## src/shared/can_pdo_pkg.sv

```systemverilog
package can_pdo_pkg;
	// ----------------------------------------
	// Clocking and sizes
	// ----------------------------------------
	localparam int CLK_NS = 20;
	localparam int MS_NS = 1000000;
	localparam int MS_CYCLES = MS_NS / CLK_NS;
	localparam int NUM_CH = 2;
	localparam int MAP_MAX = 2;
	localparam int AW = 16;
	// ----------------------------------------
	// Register indices (byte address = 4 * index)
	// ----------------------------------------
	localparam logic [13:0] IDX_ERR_COMM = 14'h1029;
	localparam logic [13:0] IDX_ERR_PROF = 14'h102A;
	localparam logic [13:0] IDX_COMM1 = 14'h1800;
	localparam logic [13:0] IDX_COMM2 = 14'h1801;
	localparam logic [13:0] IDX_TYPE1 = 14'h1810;
	localparam logic [13:0] IDX_TYPE2 = 14'h1811;
	localparam logic [13:0] IDX_MCNT1 = 14'h1A00;
	localparam logic [13:0] IDX_MCNT2 = 14'h1A01;
	localparam logic [13:0] IDX_MAPE = 14'h1A10;
	localparam logic [13:0] IDX_FMODE = 14'h1E00;
	localparam logic [13:0] IDX_STAT = 14'h1E01;
	localparam logic [13:0] IDX_START = 14'h1F80;
	// ----------------------------------------
	// Register select codes
	// ----------------------------------------
	localparam logic [3:0] R_NONE = 4'h0;
	localparam logic [3:0] R_ERRC = 4'h1;
	localparam logic [3:0] R_ERRP = 4'h2;
	localparam logic [3:0] R_COMM = 4'h3;
	localparam logic [3:0] R_TYPE = 4'h4;
	localparam logic [3:0] R_MCNT = 4'h5;
	localparam logic [3:0] R_MAPE = 4'h6;
	localparam logic [3:0] R_FMODE = 4'h7;
	localparam logic [3:0] R_STAT = 4'h8;
	localparam logic [3:0] R_START = 4'h9;
	// ----------------------------------------
	// Field values
	// ----------------------------------------
	localparam logic [10:0] SYNC_ID = 11'h080;
	localparam logic [10:0] NMT_ID = 11'h000;
	localparam logic [10:0] TX1_BASE = 11'h180;
	localparam logic [10:0] TX2_BASE = 11'h280;
	localparam logic [31:0] COB_ON = 32'h4000_0000;
	localparam int COB_OFF_BIT = 31;
	localparam logic [7:0] REACT_PREOP = 8'h00;
	localparam logic [7:0] REACT_KEEP = 8'h01;
	localparam logic [7:0] REACT_STOP = 8'h02;
	localparam logic [7:0] TT_SYNC = 8'h01;
	localparam logic [7:0] TT_EVENT = 8'hFF;
	localparam logic [15:0] ETIME1_DEF = 16'h0064;
	localparam logic [31:0] STARTUP_OPER = 32'h0000_0000;
	localparam logic [31:0] STARTUP_PREOP = 32'h0000_0004;
	localparam logic [7:0] HB_BOOT = 8'h00;
	localparam logic [7:0] HB_STOP = 8'h04;
	localparam logic [7:0] HB_OPER = 8'h05;
	localparam logic [7:0] HB_PREOP = 8'h7F;
	localparam logic [7:0] CMD_START = 8'h01;
	localparam logic [7:0] CMD_STOP = 8'h02;
	localparam logic [7:0] CMD_PREOP = 8'h80;
	localparam logic [31:0] MAP_X = 32'h6010_0010;
	localparam logic [31:0] MAP_Y = 32'h6020_0010;
	localparam logic [23:0] SRC_X = 24'h601000;
	localparam logic [23:0] SRC_Y = 24'h602000;
	localparam logic [7:0] FMODE_USER = 8'hFF;
	// ----------------------------------------
	// Types
	// ----------------------------------------
	typedef enum logic [1:0] {NMT_INIT, NMT_PREOP, NMT_OPER, NMT_STOP} nmt_t;
	typedef struct packed {
		logic [10:0] id;
		logic [3:0] dlc;
		logic [63:0] data;
	} frame_t;
	typedef struct packed {
		logic bus_off;
		logic guard_timeout;
		logic hb_timeout;
		logic internal;
	} err_t;
	typedef struct packed {
		nmt_t nmt;
		logic [7:0] react_comm;
		logic [7:0] react_prof;
		logic [31:0] startup;
		logic [7:0] fmode;
		logic [NUM_CH-1:0][31:0] cob;
		logic [NUM_CH-1:0][7:0] ttype;
		logic [NUM_CH-1:0][15:0] etime;
		logic [NUM_CH-1:0][15:0] tmr;
		logic [NUM_CH-1:0][7:0] mcount;
		logic [NUM_CH-1:0][MAP_MAX-1:0][31:0] ment;
		logic [NUM_CH-1:0] pend;
		logic [31:0] ms_cnt;
		logic [31:0] prdata;
		logic tx_valid;
		frame_t tx;
		logic hb_send;
		logic [7:0] hb_code;
	} state_t;
endpackage : can_pdo_pkg

```

## src/verilog/can_pdo_nmt_control.sv

```systemverilog
`timescale 1ns/1ps
`default_nettype none
// What this block does
// [RQ1] Serious failure moves state per reaction
// [RQ2] Both reaction entries reset to 00h
// [RQ3] Code 00h: operational goes pre-operational only
// [RQ4] 01h keeps state, 02h stops, rest reserved
// [RQ5] Bus-off, guarding, heartbeat, internal failures react
// [RQ6] Exactly two transmit channels
// [RQ7] Default identifiers 180h/280h plus node
// [RQ8] Identifier top bit disables channel
// [RQ9] Type 01h on SYNC, FFh event-driven
// [RQ10] Event-driven sends on internal events
// [RQ11] Millisecond event timer, zero disables
// [RQ12] Mapping entry holds index, subindex, length
// [RQ13] Count selects entries, sent in order
// [RQ14] Second channel mapping count resets zero
// [RQ15] Master disables, remaps, then re-enables
// [RQ16] Remapping accepted pre-operational or operational
// [RQ17] Function mode reloads mapping defaults
// [RQ18] Self-test pass enters operational, heartbeat 05
// [RQ19] Operational output goes through channel one
// [RQ20] Start-up word selects operational or pre-operational
// [RQ21] SYNC recognised on identifier 080h
// [RQ22] Heartbeat codes 7Fh and 04h
// [RQ23] Send only operational, enabled, nonzero count
module can_pdo_nmt_control import can_pdo_pkg::*; #(
	parameter logic [6:0] NODE_ID = 7'h01,
	parameter int AXES = 2,
	parameter int MS_TICK = MS_CYCLES
) (
	input wire logic pclk,
	input wire logic presetn,
	input wire logic psel,
	input wire logic penable,
	input wire logic pwrite,
	input wire logic [AW-1:0] paddr,
	input wire logic [31:0] pwdata,
	output logic [31:0] prdata,
	output logic pready,
	output logic pslverr,
	input wire logic rx_valid,
	input wire frame_t rx,
	input wire err_t err,
	input wire logic self_test_pass,
	input wire logic meas_event,
	input wire logic [15:0] tilt_x,
	input wire logic [15:0] tilt_y,
	output logic tx_valid,
	output frame_t tx,
	input wire logic tx_ready,
	output logic hb_send,
	output logic [7:0] hb_code
);
	// ----------------------------------------
	// Functions
	// ----------------------------------------
	function automatic logic [3:0] decode(input logic [AW-1:0] a);
		logic [13:0] i;
		i = a[AW-1:2];
		case (i)
			IDX_ERR_COMM: return R_ERRC;
			IDX_ERR_PROF: return R_ERRP;
			IDX_COMM1, IDX_COMM2: return R_COMM;
			IDX_TYPE1, IDX_TYPE2: return R_TYPE;
			IDX_MCNT1, IDX_MCNT2: return R_MCNT;
			IDX_MAPE, IDX_MAPE + 14'h1, IDX_MAPE + 14'h2, IDX_MAPE + 14'h3: return R_MAPE;
			IDX_FMODE: return R_FMODE;
			IDX_STAT: return R_STAT;
			IDX_START: return R_START;
			default: return R_NONE;
		endcase
	endfunction : decode

	// [RQ3] Reaction by code
	function automatic nmt_t react(input nmt_t cur, input logic [7:0] code);
		case (code)
			REACT_PREOP: return (cur == NMT_OPER) ? NMT_PREOP : cur;
			REACT_STOP: return NMT_STOP;
			default: return cur;
		endcase
	endfunction : react

	// [RQ22] Heartbeat state codes
	function automatic logic [7:0] hb_of(input nmt_t st);
		case (st)
			NMT_OPER: return HB_OPER;
			NMT_PREOP: return HB_PREOP;
			NMT_STOP: return HB_STOP;
			default: return HB_BOOT;
		endcase
	endfunction : hb_of

	function automatic logic [MAP_MAX-1:0][31:0] def_map();
		logic [MAP_MAX-1:0][31:0] m;
		m = '0;
		m[0] = MAP_X;
		if (AXES > 1) begin
			m[1] = MAP_Y;
		end
		return m;
	endfunction : def_map

	function automatic logic [31:0] source(input logic [23:0] obj, input logic [15:0] x,
		input logic [15:0] y);
		if (obj == SRC_X) begin
			return {{16{x[15]}}, x};
		end
		if (obj == SRC_Y) begin
			return {{16{y[15]}}, y};
		end
		return 32'h0000_0000;
	endfunction : source

	// [RQ12] Pack mapped fields in entry order
	function automatic frame_t build(input logic [10:0] id, input logic [7:0] cnt,
		input logic [MAP_MAX-1:0][31:0] ent, input logic [15:0] x, input logic [15:0] y);
		frame_t f;
		int pos;
		int len;
		logic [63:0] v;
		f = '0;
		pos = 0;
		f.id = id;
		for (int i = 0; i < MAP_MAX; i++) begin
			len = int'(ent[i][7:0]);
			if (i < int'(cnt) && len <= 32 && pos + len <= 64) begin
				v = {32'h0000_0000, source(ent[i][31:8], x, y)};
				v = v & ((64'h1 << len) - 64'h1);
				f.data = f.data | (v << pos);
				pos = pos + len;
			end
		end
		f.dlc = 4'((pos + 7) / 8);
		return f;
	endfunction : build

	function automatic state_t rst_state();
		state_t r;
		r = '0;
		r.nmt = NMT_INIT;
		// [RQ2] Both reactions default to pre-operational
		r.react_comm = REACT_PREOP;
		r.react_prof = REACT_PREOP;
		r.startup = STARTUP_OPER;
		// [RQ7] Default identifiers
		r.cob[0] = COB_ON | {21'h0, TX1_BASE + {4'h0, NODE_ID}};
		r.cob[1] = COB_ON | {21'h0, TX2_BASE + {4'h0, NODE_ID}};
		// [RQ9] Event-driven by default
		r.ttype[0] = TT_EVENT;
		r.ttype[1] = TT_EVENT;
		// [RQ11] Channel one timer default
		r.etime[0] = ETIME1_DEF;
		// [RQ13] Default mapping by axis count
		r.mcount[0] = 8'(AXES);
		r.ment[0] = def_map();
		// [RQ14] Channel two mapping off
		r.mcount[1] = 8'h00;
		r.hb_code = HB_BOOT;
		return r;
	endfunction : rst_state

	localparam state_t RST = rst_state();

	// ----------------------------------------
	// State
	// ----------------------------------------
	state_t s;
	state_t next_s;
	logic [3:0] sel;
	logic [13:0] idx;
	logic sync_hit;
	logic cmd_hit;
	logic err_comm;
	logic tick;
	// [RQ6] Two transmit channels
	logic [NUM_CH-1:0] elig;
	logic [NUM_CH-1:0] trig;

	assign idx = paddr[AW-1:2];
	assign sel = decode(paddr);
	// [RQ21] SYNC identifier
	assign sync_hit = rx_valid && rx.id == SYNC_ID;
	assign cmd_hit = rx_valid && rx.id == NMT_ID
		&& (rx.data[15:8] == 8'h00 || rx.data[15:8] == {1'b0, NODE_ID});
	// [RQ5] Communication failure sources
	assign err_comm = err.bus_off | err.guard_timeout | err.hb_timeout;
	assign tick = s.ms_cnt == 32'(MS_TICK - 1);

	// ----------------------------------------
	// Next state
	// ----------------------------------------
	always_comb begin
		nmt_t t;
		logic exp;
		logic sent;
		next_s = s;
		t = s.nmt;
		exp = 1'b0;
		sent = 1'b0;
		next_s.hb_send = 1'b0;
		trig = '0;
		elig = '0;
		// Bus read capture in setup phase
		if (psel && !penable) begin
			case (sel)
				R_ERRC: next_s.prdata = {24'h0, s.react_comm};
				R_ERRP: next_s.prdata = {24'h0, s.react_prof};
				R_COMM: next_s.prdata = s.cob[idx[0]];
				R_TYPE: next_s.prdata = {s.etime[idx[0]], 8'h00, s.ttype[idx[0]]};
				R_MCNT: next_s.prdata = {24'h0, s.mcount[idx[0]]};
				R_MAPE: next_s.prdata = s.ment[idx[1]][idx[0]];
				R_FMODE: next_s.prdata = {24'h0, s.fmode};
				R_STAT: next_s.prdata = {22'h0, s.pend, s.hb_code};
				R_START: next_s.prdata = s.startup;
				default: next_s.prdata = 32'h0000_0000;
			endcase
		end
		// [RQ16] Writes accepted in every state
		if (psel && penable && pwrite) begin
			case (sel)
				R_ERRC: begin
					// [RQ4] Reserved codes refused
					if (pwdata[7:0] <= REACT_STOP) begin
						next_s.react_comm = pwdata[7:0];
					end
				end
				R_ERRP: begin
					if (pwdata[7:0] <= REACT_STOP) begin
						next_s.react_prof = pwdata[7:0];
					end
				end
				R_COMM: next_s.cob[idx[0]] = pwdata;
				R_TYPE: begin
					next_s.ttype[idx[0]] = pwdata[7:0];
					next_s.etime[idx[0]] = pwdata[31:16];
				end
				R_MCNT: begin
					if (pwdata[7:0] <= 8'(MAP_MAX)) begin
						next_s.mcount[idx[0]] = pwdata[7:0];
					end
				end
				R_MAPE: next_s.ment[idx[1]][idx[0]] = pwdata;
				R_FMODE: begin
					next_s.fmode = pwdata[7:0];
					// [RQ17] Any mode other than FFh reloads channel one mapping
					if (pwdata[7:0] != FMODE_USER) begin
						next_s.mcount[0] = 8'(AXES);
						next_s.ment[0] = def_map();
					end
				end
				R_START: next_s.startup = pwdata;
				default: next_s.prdata = next_s.prdata;
			endcase
		end
		// Network state machine
		if (s.nmt == NMT_INIT) begin
			// [RQ18] Leave start-up after self-test
			if (self_test_pass) begin
				// [RQ20] Start-up word selects state
				t = (s.startup == STARTUP_OPER) ? NMT_OPER : NMT_PREOP;
			end
		end else begin
			if (cmd_hit) begin
				case (rx.data[7:0])
					CMD_START: t = NMT_OPER;
					CMD_STOP: t = NMT_STOP;
					CMD_PREOP: t = NMT_PREOP;
					default: t = s.nmt;
				endcase
			end
			// [RQ1] Failures override commands
			if (err_comm) begin
				t = react(t, s.react_comm);
			end
			// [RQ5] Internal failure reaction
			if (err.internal) begin
				t = react(t, s.react_prof);
			end
		end
		next_s.nmt = t;
		if (t != s.nmt) begin
			next_s.hb_send = 1'b1;
			next_s.hb_code = hb_of(t);
		end
		// [RQ11] Millisecond tick
		next_s.ms_cnt = tick ? 32'h0000_0000 : s.ms_cnt + 32'h0000_0001;
		for (int c = 0; c < NUM_CH; c++) begin
			exp = 1'b0;
			if (s.etime[c] == 16'h0000) begin
				next_s.tmr[c] = 16'h0000;
			end else if (tick) begin
				if (s.tmr[c] + 16'h0001 >= s.etime[c]) begin
					next_s.tmr[c] = 16'h0000;
					exp = 1'b1;
				end else begin
					next_s.tmr[c] = s.tmr[c] + 16'h0001;
				end
			end
			// [RQ23] Channel may send
			elig[c] = s.nmt == NMT_OPER && !s.cob[c][COB_OFF_BIT] && s.mcount[c] != 8'h00;
			// [RQ9] Synchronous trigger
			trig[c] = s.ttype[c] == TT_SYNC && sync_hit;
			// [RQ10] Event-driven trigger
			if (s.ttype[c] == TT_EVENT && (meas_event || exp)) begin
				trig[c] = 1'b1;
			end
			// [RQ8] Disabled channel drops requests
			if (!elig[c]) begin
				next_s.pend[c] = 1'b0;
			end
		end
		// Transmit handshake
		if (s.tx_valid && tx_ready) begin
			next_s.tx_valid = 1'b0;
		end
		// [RQ19] Channel one first
		if (!s.tx_valid) begin
			for (int c = 0; c < NUM_CH; c++) begin
				if (!sent && s.pend[c] && elig[c]) begin
					sent = 1'b1;
					next_s.pend[c] = 1'b0;
					next_s.tx_valid = 1'b1;
					// [RQ13] Frame from active entries
					next_s.tx = build(s.cob[c][10:0], s.mcount[c], s.ment[c], tilt_x, tilt_y);
				end
			end
		end
		// New trigger wins over clear
		for (int c = 0; c < NUM_CH; c++) begin
			if (trig[c] && elig[c]) begin
				next_s.pend[c] = 1'b1;
			end
		end
	end

	always_ff @(posedge pclk or negedge presetn) begin
		if (!presetn) begin
			s <= RST;
		end else begin
			s <= next_s;
		end
	end

	// ----------------------------------------
	// Outputs
	// ----------------------------------------
	assign prdata = s.prdata;
	assign pready = 1'b1;
	assign pslverr = psel && penable && sel == R_NONE;
	assign tx_valid = s.tx_valid;
	assign tx = s.tx;
	assign hb_send = s.hb_send;
	assign hb_code = s.hb_code;
endmodule : can_pdo_nmt_control
`default_nettype wire

```

## config.mk

```make
export PLATFORM = sky130hd
export DESIGN_NAME = can_pdo_nmt_control
export DESIGN_NICKNAME = d
export VERILOG_FILES = /design/src/shared/can_pdo_pkg.sv /design/src/verilog/can_pdo_nmt_control.sv
export SDC_FILE = /design/constraint.sdc
export NUM_CORES = 2
export LEC_CHECK = 0
export BUFFER_PORTS_ARGS = -buffer_cell sky130_fd_sc_hd__buf_2
export CAP_MARGIN = 10
export CORE_MARGIN = 2
export CORE_UTILIZATION = 34
export DETAILED_ROUTE_END_ITERATION = 16
export GPL_TIMING_DRIVEN = 0
export PLACE_DENSITY_LB_ADDON = 0.3
export SYNTH_ARGS = -nofsm -noshare
export SYNTH_HDL_FRONTEND = slang
export SYNTH_SLANG_ARGS = --single-unit
```

## constraint.sdc

```tcl
create_clock -name pclk -period 4.58 [get_ports pclk]
set_input_delay 0.916 -clock pclk [delete_from_list [all_inputs] [get_ports pclk]]
set_output_delay 0.916 -clock pclk [all_outputs]
set_load 0.03 [all_outputs]
```

### After elaboration in Yosys (flattened, before gate mapping)

Index checks and enable logic that the tools add are counted.

| word-level totals | value |
|---|---|
| latch bits | 0 |
| bits of input ports | 172 |
| bits in writable memories | 0 |
| output and inout port bits | 123 |
| bits in read-only memories | 0 |
| memories kept | 0 |
| flip-flop bits (word level) | 501 |

| cells by class | value |
|---|---|
| eq/ne operators | 54 |
| bitwise logic cells | 11 |
| order comparisons | 19 |
| divide/modulo/power cells | 0 |
| add/sub/neg operators | 13 |
| reductions and logical operators | 71 |
| shift operators | 6 |
| mux-type cells | 159 |
| multipliers | 0 |

Operators with widths:

| cell | number |
|---|---|
| $mux W32 | 44 |
| $mux W64 | 12 |
| $pmux W32 S9 | 1 |
| $and A32 B64 Y64 | 4 |
| $shl A1 B8 Y64 const A | 4 |
| $sub A64 B1 Y64 const B | 4 |
| $mux W80 | 3 |
| $eq A14 B13 Y1 const B | 15 |
| $eq A24 B23 Y1 const B | 8 |
| $mux W16 | 9 |
| $bwmux W128 | 1 |
| $or A64 B64 Y64 | 2 |
| $pmux W64 S2 | 1 |
| $shl A64 B32 Y64 | 2 |
| $mux W8 | 9 |
| $add A32 B4 Y32 const B | 2 |
| $add A32 B9 Y32 | 2 |
| $bwmux W64 | 1 |
| $demux W64 S1 | 1 |
| $le A32 B8 Y1 const B | 2 |
| $mux W1 | 53 |
| $pmux W4 S9 | 1 |
| $add A16 B1 Y16 const B | 2 |
| $add A32 B1 Y32 const B | 1 |
| 53 further kinds | 149 |

### Logic depth before layout (Yosys ltp)

| depth | value |
|---|---|
| depth after elaboration | 32 |
| mapped depth | 22 |
| depth with buffers taken out | 17 |

### Worst setup path after synthesis

OpenSTA, ideal clock, no wires.

| timing | value |
|---|---|
| kind | register -> register |
| start point | reg s[294] (netlist bit) |
| end point | reg s (netlist bit tx[48]) |
| stages on the path, launching flop included | 17 |
| slack | -0.495 ns |
| data arrival time | 4.949 ns |
| clock period less this slack | 5.075 ns |
| required time | 4.454 ns |
| library setup time | 0.126 ns |
| path through | dfrtp_1 -> or4_1 -> buf_2 -> or4_1 -> o21ai_1 -> clkinv_1 -> clkbuf_1 -> clkbuf_1 -> ha_1 -> o21a_1 -> and2_1 -> o221a_2 -> o311ai_0 -> nor3_1 -> and2_1 -> a211o_1 -> o32a_1 |

| between the ends | value |
|---|---|
| longest elaborated chain between the ends | 11 |

RTL lines:

| item | RTL line | source |
|---|---|---|
| from (decl) | can_pdo_nmt_control.sv:168 | `state_t s;` |
| from (signal assigned) | can_pdo_nmt_control.sv:341 | `s <= next_s;` |
| $lt A1 B8 Y1 | can_pdo_nmt_control.sv:127 | `if (i < int'(cnt) && len <= 32 && pos + len <= 64) begin` |
| $logic_and A1 B1 Y1 (2 in series) | can_pdo_nmt_control.sv:127 |  |
| $mux W8 | can_pdo_nmt_control.sv:127 |  |
| $mux W32 | can_pdo_nmt_control.sv:320 | `if (!sent && s.pend[c] && elig[c]) begin` |
| $mux W32 | can_pdo_nmt_control.sv:318 | `if (!s.tx_valid) begin` |
| $add A32 B9 Y32 | can_pdo_nmt_control.sv:127 |  |
| $le A32 B8 Y1 | can_pdo_nmt_control.sv:127 |  |
| $logic_and A1 B1 Y1 | can_pdo_nmt_control.sv:127 |  |
| $mux W64 | can_pdo_nmt_control.sv:127 |  |
| $mux W80 | can_pdo_nmt_control.sv:320 |  |

Several ways; a longest one is shown, not always the timed one. The select of a mux whose other input is x is not followed.
A chain may end at the register's enable or synchronous reset.

### Final worst setup path

| timing | value |
|---|---|
| start point | reg s[294] (netlist bit) |
| end point | reg s (netlist bit tx[23]) |

Same word-level chain as after synthesis.

==> results.txt <==
* Status: finished with violations
- The final reports fail on negative setup slack.
* Sinks on the clock net: roughly 500
- The first global-routing pass estimated between 200 and 300 mm of wire.
- RSZ-0062 raised after global routing: true
- Area post-placement: a little over 40000 um^2
* Synthesis-stage register bit count: roughly 500
- Remaining antenna violation count: 0
* All-layer global routing usage: 0.341
- The max-slew violation count came to 0.
- Post-Synthesis Cells: roughly 4300
- Clock Tree Buf Depth: 3
* Worst Max-Slew Pin Slew: 1.23 ns
- Data arrives at the worst endpoint at roughly 5.3 ns.
- Once layout is complete, the utilization of the core stands at 0.434.
- CTS tree: done
* X dimension of the die: 335 um
* Yosys synthesis warning count: 0
* Final wirelength: a little under 200 mm
- Total die area: approximately 110000 um^2
- DRC violation count after routing: 0
* Final std cell area, no fill: between 40000 and 50000 um^2
- The signal on the critical path passes through or4_4 -> buf_12 -> o211ai_1 -> buf_4 -> clkinvlp_4 -> buf_8 -> clkbuf_8 -> ha_4 -> a211oi_4 -> o21ai_1 -> and2_4 -> o221a_4 -> o311a_4 -> buf_12 -> nand2_8 -> nor2_4 -> buf_4 -> nand3_2 -> nand3_2 -> o32a_1.
* Largest net degree at the start of global routing: 105
- First-pass iteration count of the detailed router: 7
- Gate family responsible for the most delay along the worst path: compound AO/OA/AOI/OAI gates
- In this run the tightest slew margin relative to its limit is 0.171.
* Register share of total power: 0.449
* Placement-stage worst setup slack: -2.58 ns
* Library cell used as clock root buffer: sky130_fd_sc_hd__clkbuf_16
* Power density over the cells: approximately 210 nW/um^2
* Total Nets Final: ~5100
* Clock Skews: roughly 0.05 ns
* Site row count: 121
- The number of antenna violations at the first check in global routing came to 14.
- Fin worst setup slack: -0.173 ns
* Share of final-layout standard cells stronger than drive strength 1: 0.296
* Req. time, crit path: 5.11 ns
- Startpoint type of the worst setup path: flip-flop
- The share of the Yosys chip area taken by registers is 0.335.
- After global routing the overflow that remains totals 0.
- Dividing the detail-routed wire length by the instance count gives roughly 31 um.
- After detailed routing, the number of vias per cell comes to 6.55.
- Total power for the finished layout comes to ~10 mW.
- In the synthesized netlist the dominant register cell turns out to be sky130_fd_sc_hd__dfrtp_1.
* Worst setup path class: flip-flop to flip-flop
- Of the total power, the share spent switching nets is 0.253.
- Setup violations remaining at the end of the flow were counted as 44.
- Depth of the CTS H-tree: 2
- Derived from the worst setup path, the maximum achievable clock frequency is 210 MHz.
- GPL Wtd Cong: around 1.0
- The number of buffers and inverters on the critical path is 7.
- Highest-count cells in the layout ignoring fill and taps: 453 x sky130_fd_sc_hd__dfrtp_1, 386 x sky130_fd_sc_hd__nand2_1, 321 x sky130_fd_sc_hd__buf_4, 314 x sky130_fd_sc_hd__nor2_1, 252 x sky130_fd_sc_hd__buf_2
- Clock-pin slew was measured on the worst setup and hold paths at around 0.060 ns.
- Core footprint: around 110000 um^2
- The initial utilization of the core area, before any placement, comes to 0.342.
- For this run, asynchronously set or reset flops after synthesis account for 1.00.
* Worst path slowest cell: sky130_fd_sc_hd__or4_4
- Dividing the final minimum period by the clock period gives 1.04.
- The analysis attributes to net switching a power of roughly 2.5 mW.
- Clock share of power: 0.490
- Setup TNS Final: -3.69 ns
* Mean instance size in the synthesized netlist: roughly 8.6 um^2
* Worst Path Max Fanout: 10
- Delay of the slowest critical-path stage: roughly 0.55 ns
- In this run the tool buffered the top-level ports with 233 buffer cells.
- STA classifies the critical path endpoint as a flip-flop.
* Number of buffers added by the clock tree synthesis step: 55
- Logic gate share of total power: 0.061
- DRC marker count from the first detailed-route iteration: between 6000 and 7000
* Number of endpoints with negative hold slack in the final report: 0
* Post-synthesis instance area: 37200 um^2
- Max-capacitance violation count: 0
- Class of the most critical hold timing path: primary input to async pin
- The via count of the first global-routing pass was 38600.
* Via total after detailed routing: roughly 41000
* Post-DP HPWL: 153 mm
- Leaving out fill and tap cells, the most frequent cell in the layout is sky130_fd_sc_hd__dfrtp_1.
- The later pin in the worst-skew pair is clocked with a latency of 0.69 ns.
- Static leakage: ~20 nW
- VDD sags by at most slightly above 300 uV.
- Post-route minimum period: approximately 4.8 ns
- Y dimension of the die: around 330 um
- Yosys mapped a number of flops with a built-in enable equal to 0.
- approximately 300 I/O pins were placed.
- Synth unique cells: around 110
- Synthesis-to-layout area growth: 27.0%
- Pint: around 7.4 mW
[final cells by class]
class	instances	area [um^2]
buffer	433	2610
multi-input combinational	3337	25000
tap	1414	1770
inverter	71	299
clock inverter	17	310
fill	10900	61500
sequential	496	12500
antenna	5	12.5
timing repair buffer	466	3150
clock buffer	86	1630
[worst paths after layout]
check / startpoint / end / slack [ns] / cells past startpoint
max in group asynchronous: presetn / hb_code[2]$_DFFE_PN0P_ / 2.74 / 4
min in group pclk: tx_ready / tx_valid$_DFF_PN0_ / 0.45 / 2
worst max-delay path: s[294]$_DFFE_PN0P_ / tx[23]$_DFFE_PN0P_ / -0.17 / 20
worst max register to register: s[294]$_DFFE_PN0P_ / tx[23]$_DFFE_PN0P_ / -0.17 / 20
worst min-delay path: presetn / tx[2]$_DFFE_PN0P_ / 0.16 / 1
worst min register to register: s[121]$_DFF_PN0_ / s[121]$_DFF_PN0_ / 0.45 / 1
[what timing repair did]
item	4_1_cts	5_1_grt
gates cloned	2	0
hold buffers	0	0
setup endpoints to repair	70	73
resized for setup	508	181
setup buffers	140	80
pin swaps	112	99
[state kept, by name, summed over array words and instances (netlist names)]
signal    flops
hb_code       3
hb_send       1
prdata       32
s           380
tx           79
tx_valid      1
[synthesized netlist by cell type, drive strengths merged, types with 69 or more instances]
library cell	count	area (um^2)
nor4	92	588
mux2	239	2690
nand3	169	851
nor2	336	1260
a21oi	226	1140
inv	70	263
o21ai	271	1360
dfrtp	460	11500
a31oi	69	432
a211oi	71	538
clkbuf	262	983
buf	183	1180
nand4	71	444
nor3	134	676
nand2	405	1530
mux2i	74	741
[layer usage]
layer	global-route usage	wire [um]
met1	0.447	77300
met5	0	90
met3	0.0723	21100
met2	0.521	85900
met4	0.191	13900
[per-stage QoR]
step,cells,hold slack [ns]
floorplan,4348,0.425
global placement,5995,0.442
detailed placement,6008,0.452
CTS,6248,0.143
global route,6320,0.172
finish,6325,0.157
[kinds of logic after synthesis]
logic type / after synthesis / share of synthesized area
adder cells (fa/ha/maj): 58 / 0.0197
AND/OR/NAND/NOR: 1577 / 0.213
buffers and inverters: 516 / 0.0654
other: 2 / 0.000202
flip-flops: 496 / 0.335
multiplexers: 345 / 0.112
XOR/XNOR: 75 / 0.0177
AO/OA/AOI/OAI: 1275 / 0.237
[power groups by stage]
stage	clock network, mW	logic, mW	registers (mW)
after floorplan	0	0.234	4.50
after global routing	5.05	0.638	4.44
after detailed placement	0	0.585	4.51
after CTS	4.88	0.594	4.44
after global placement	0	0.568	4.52
final	4.85	0.604	4.44
Power figures use the tool's default switching activity.
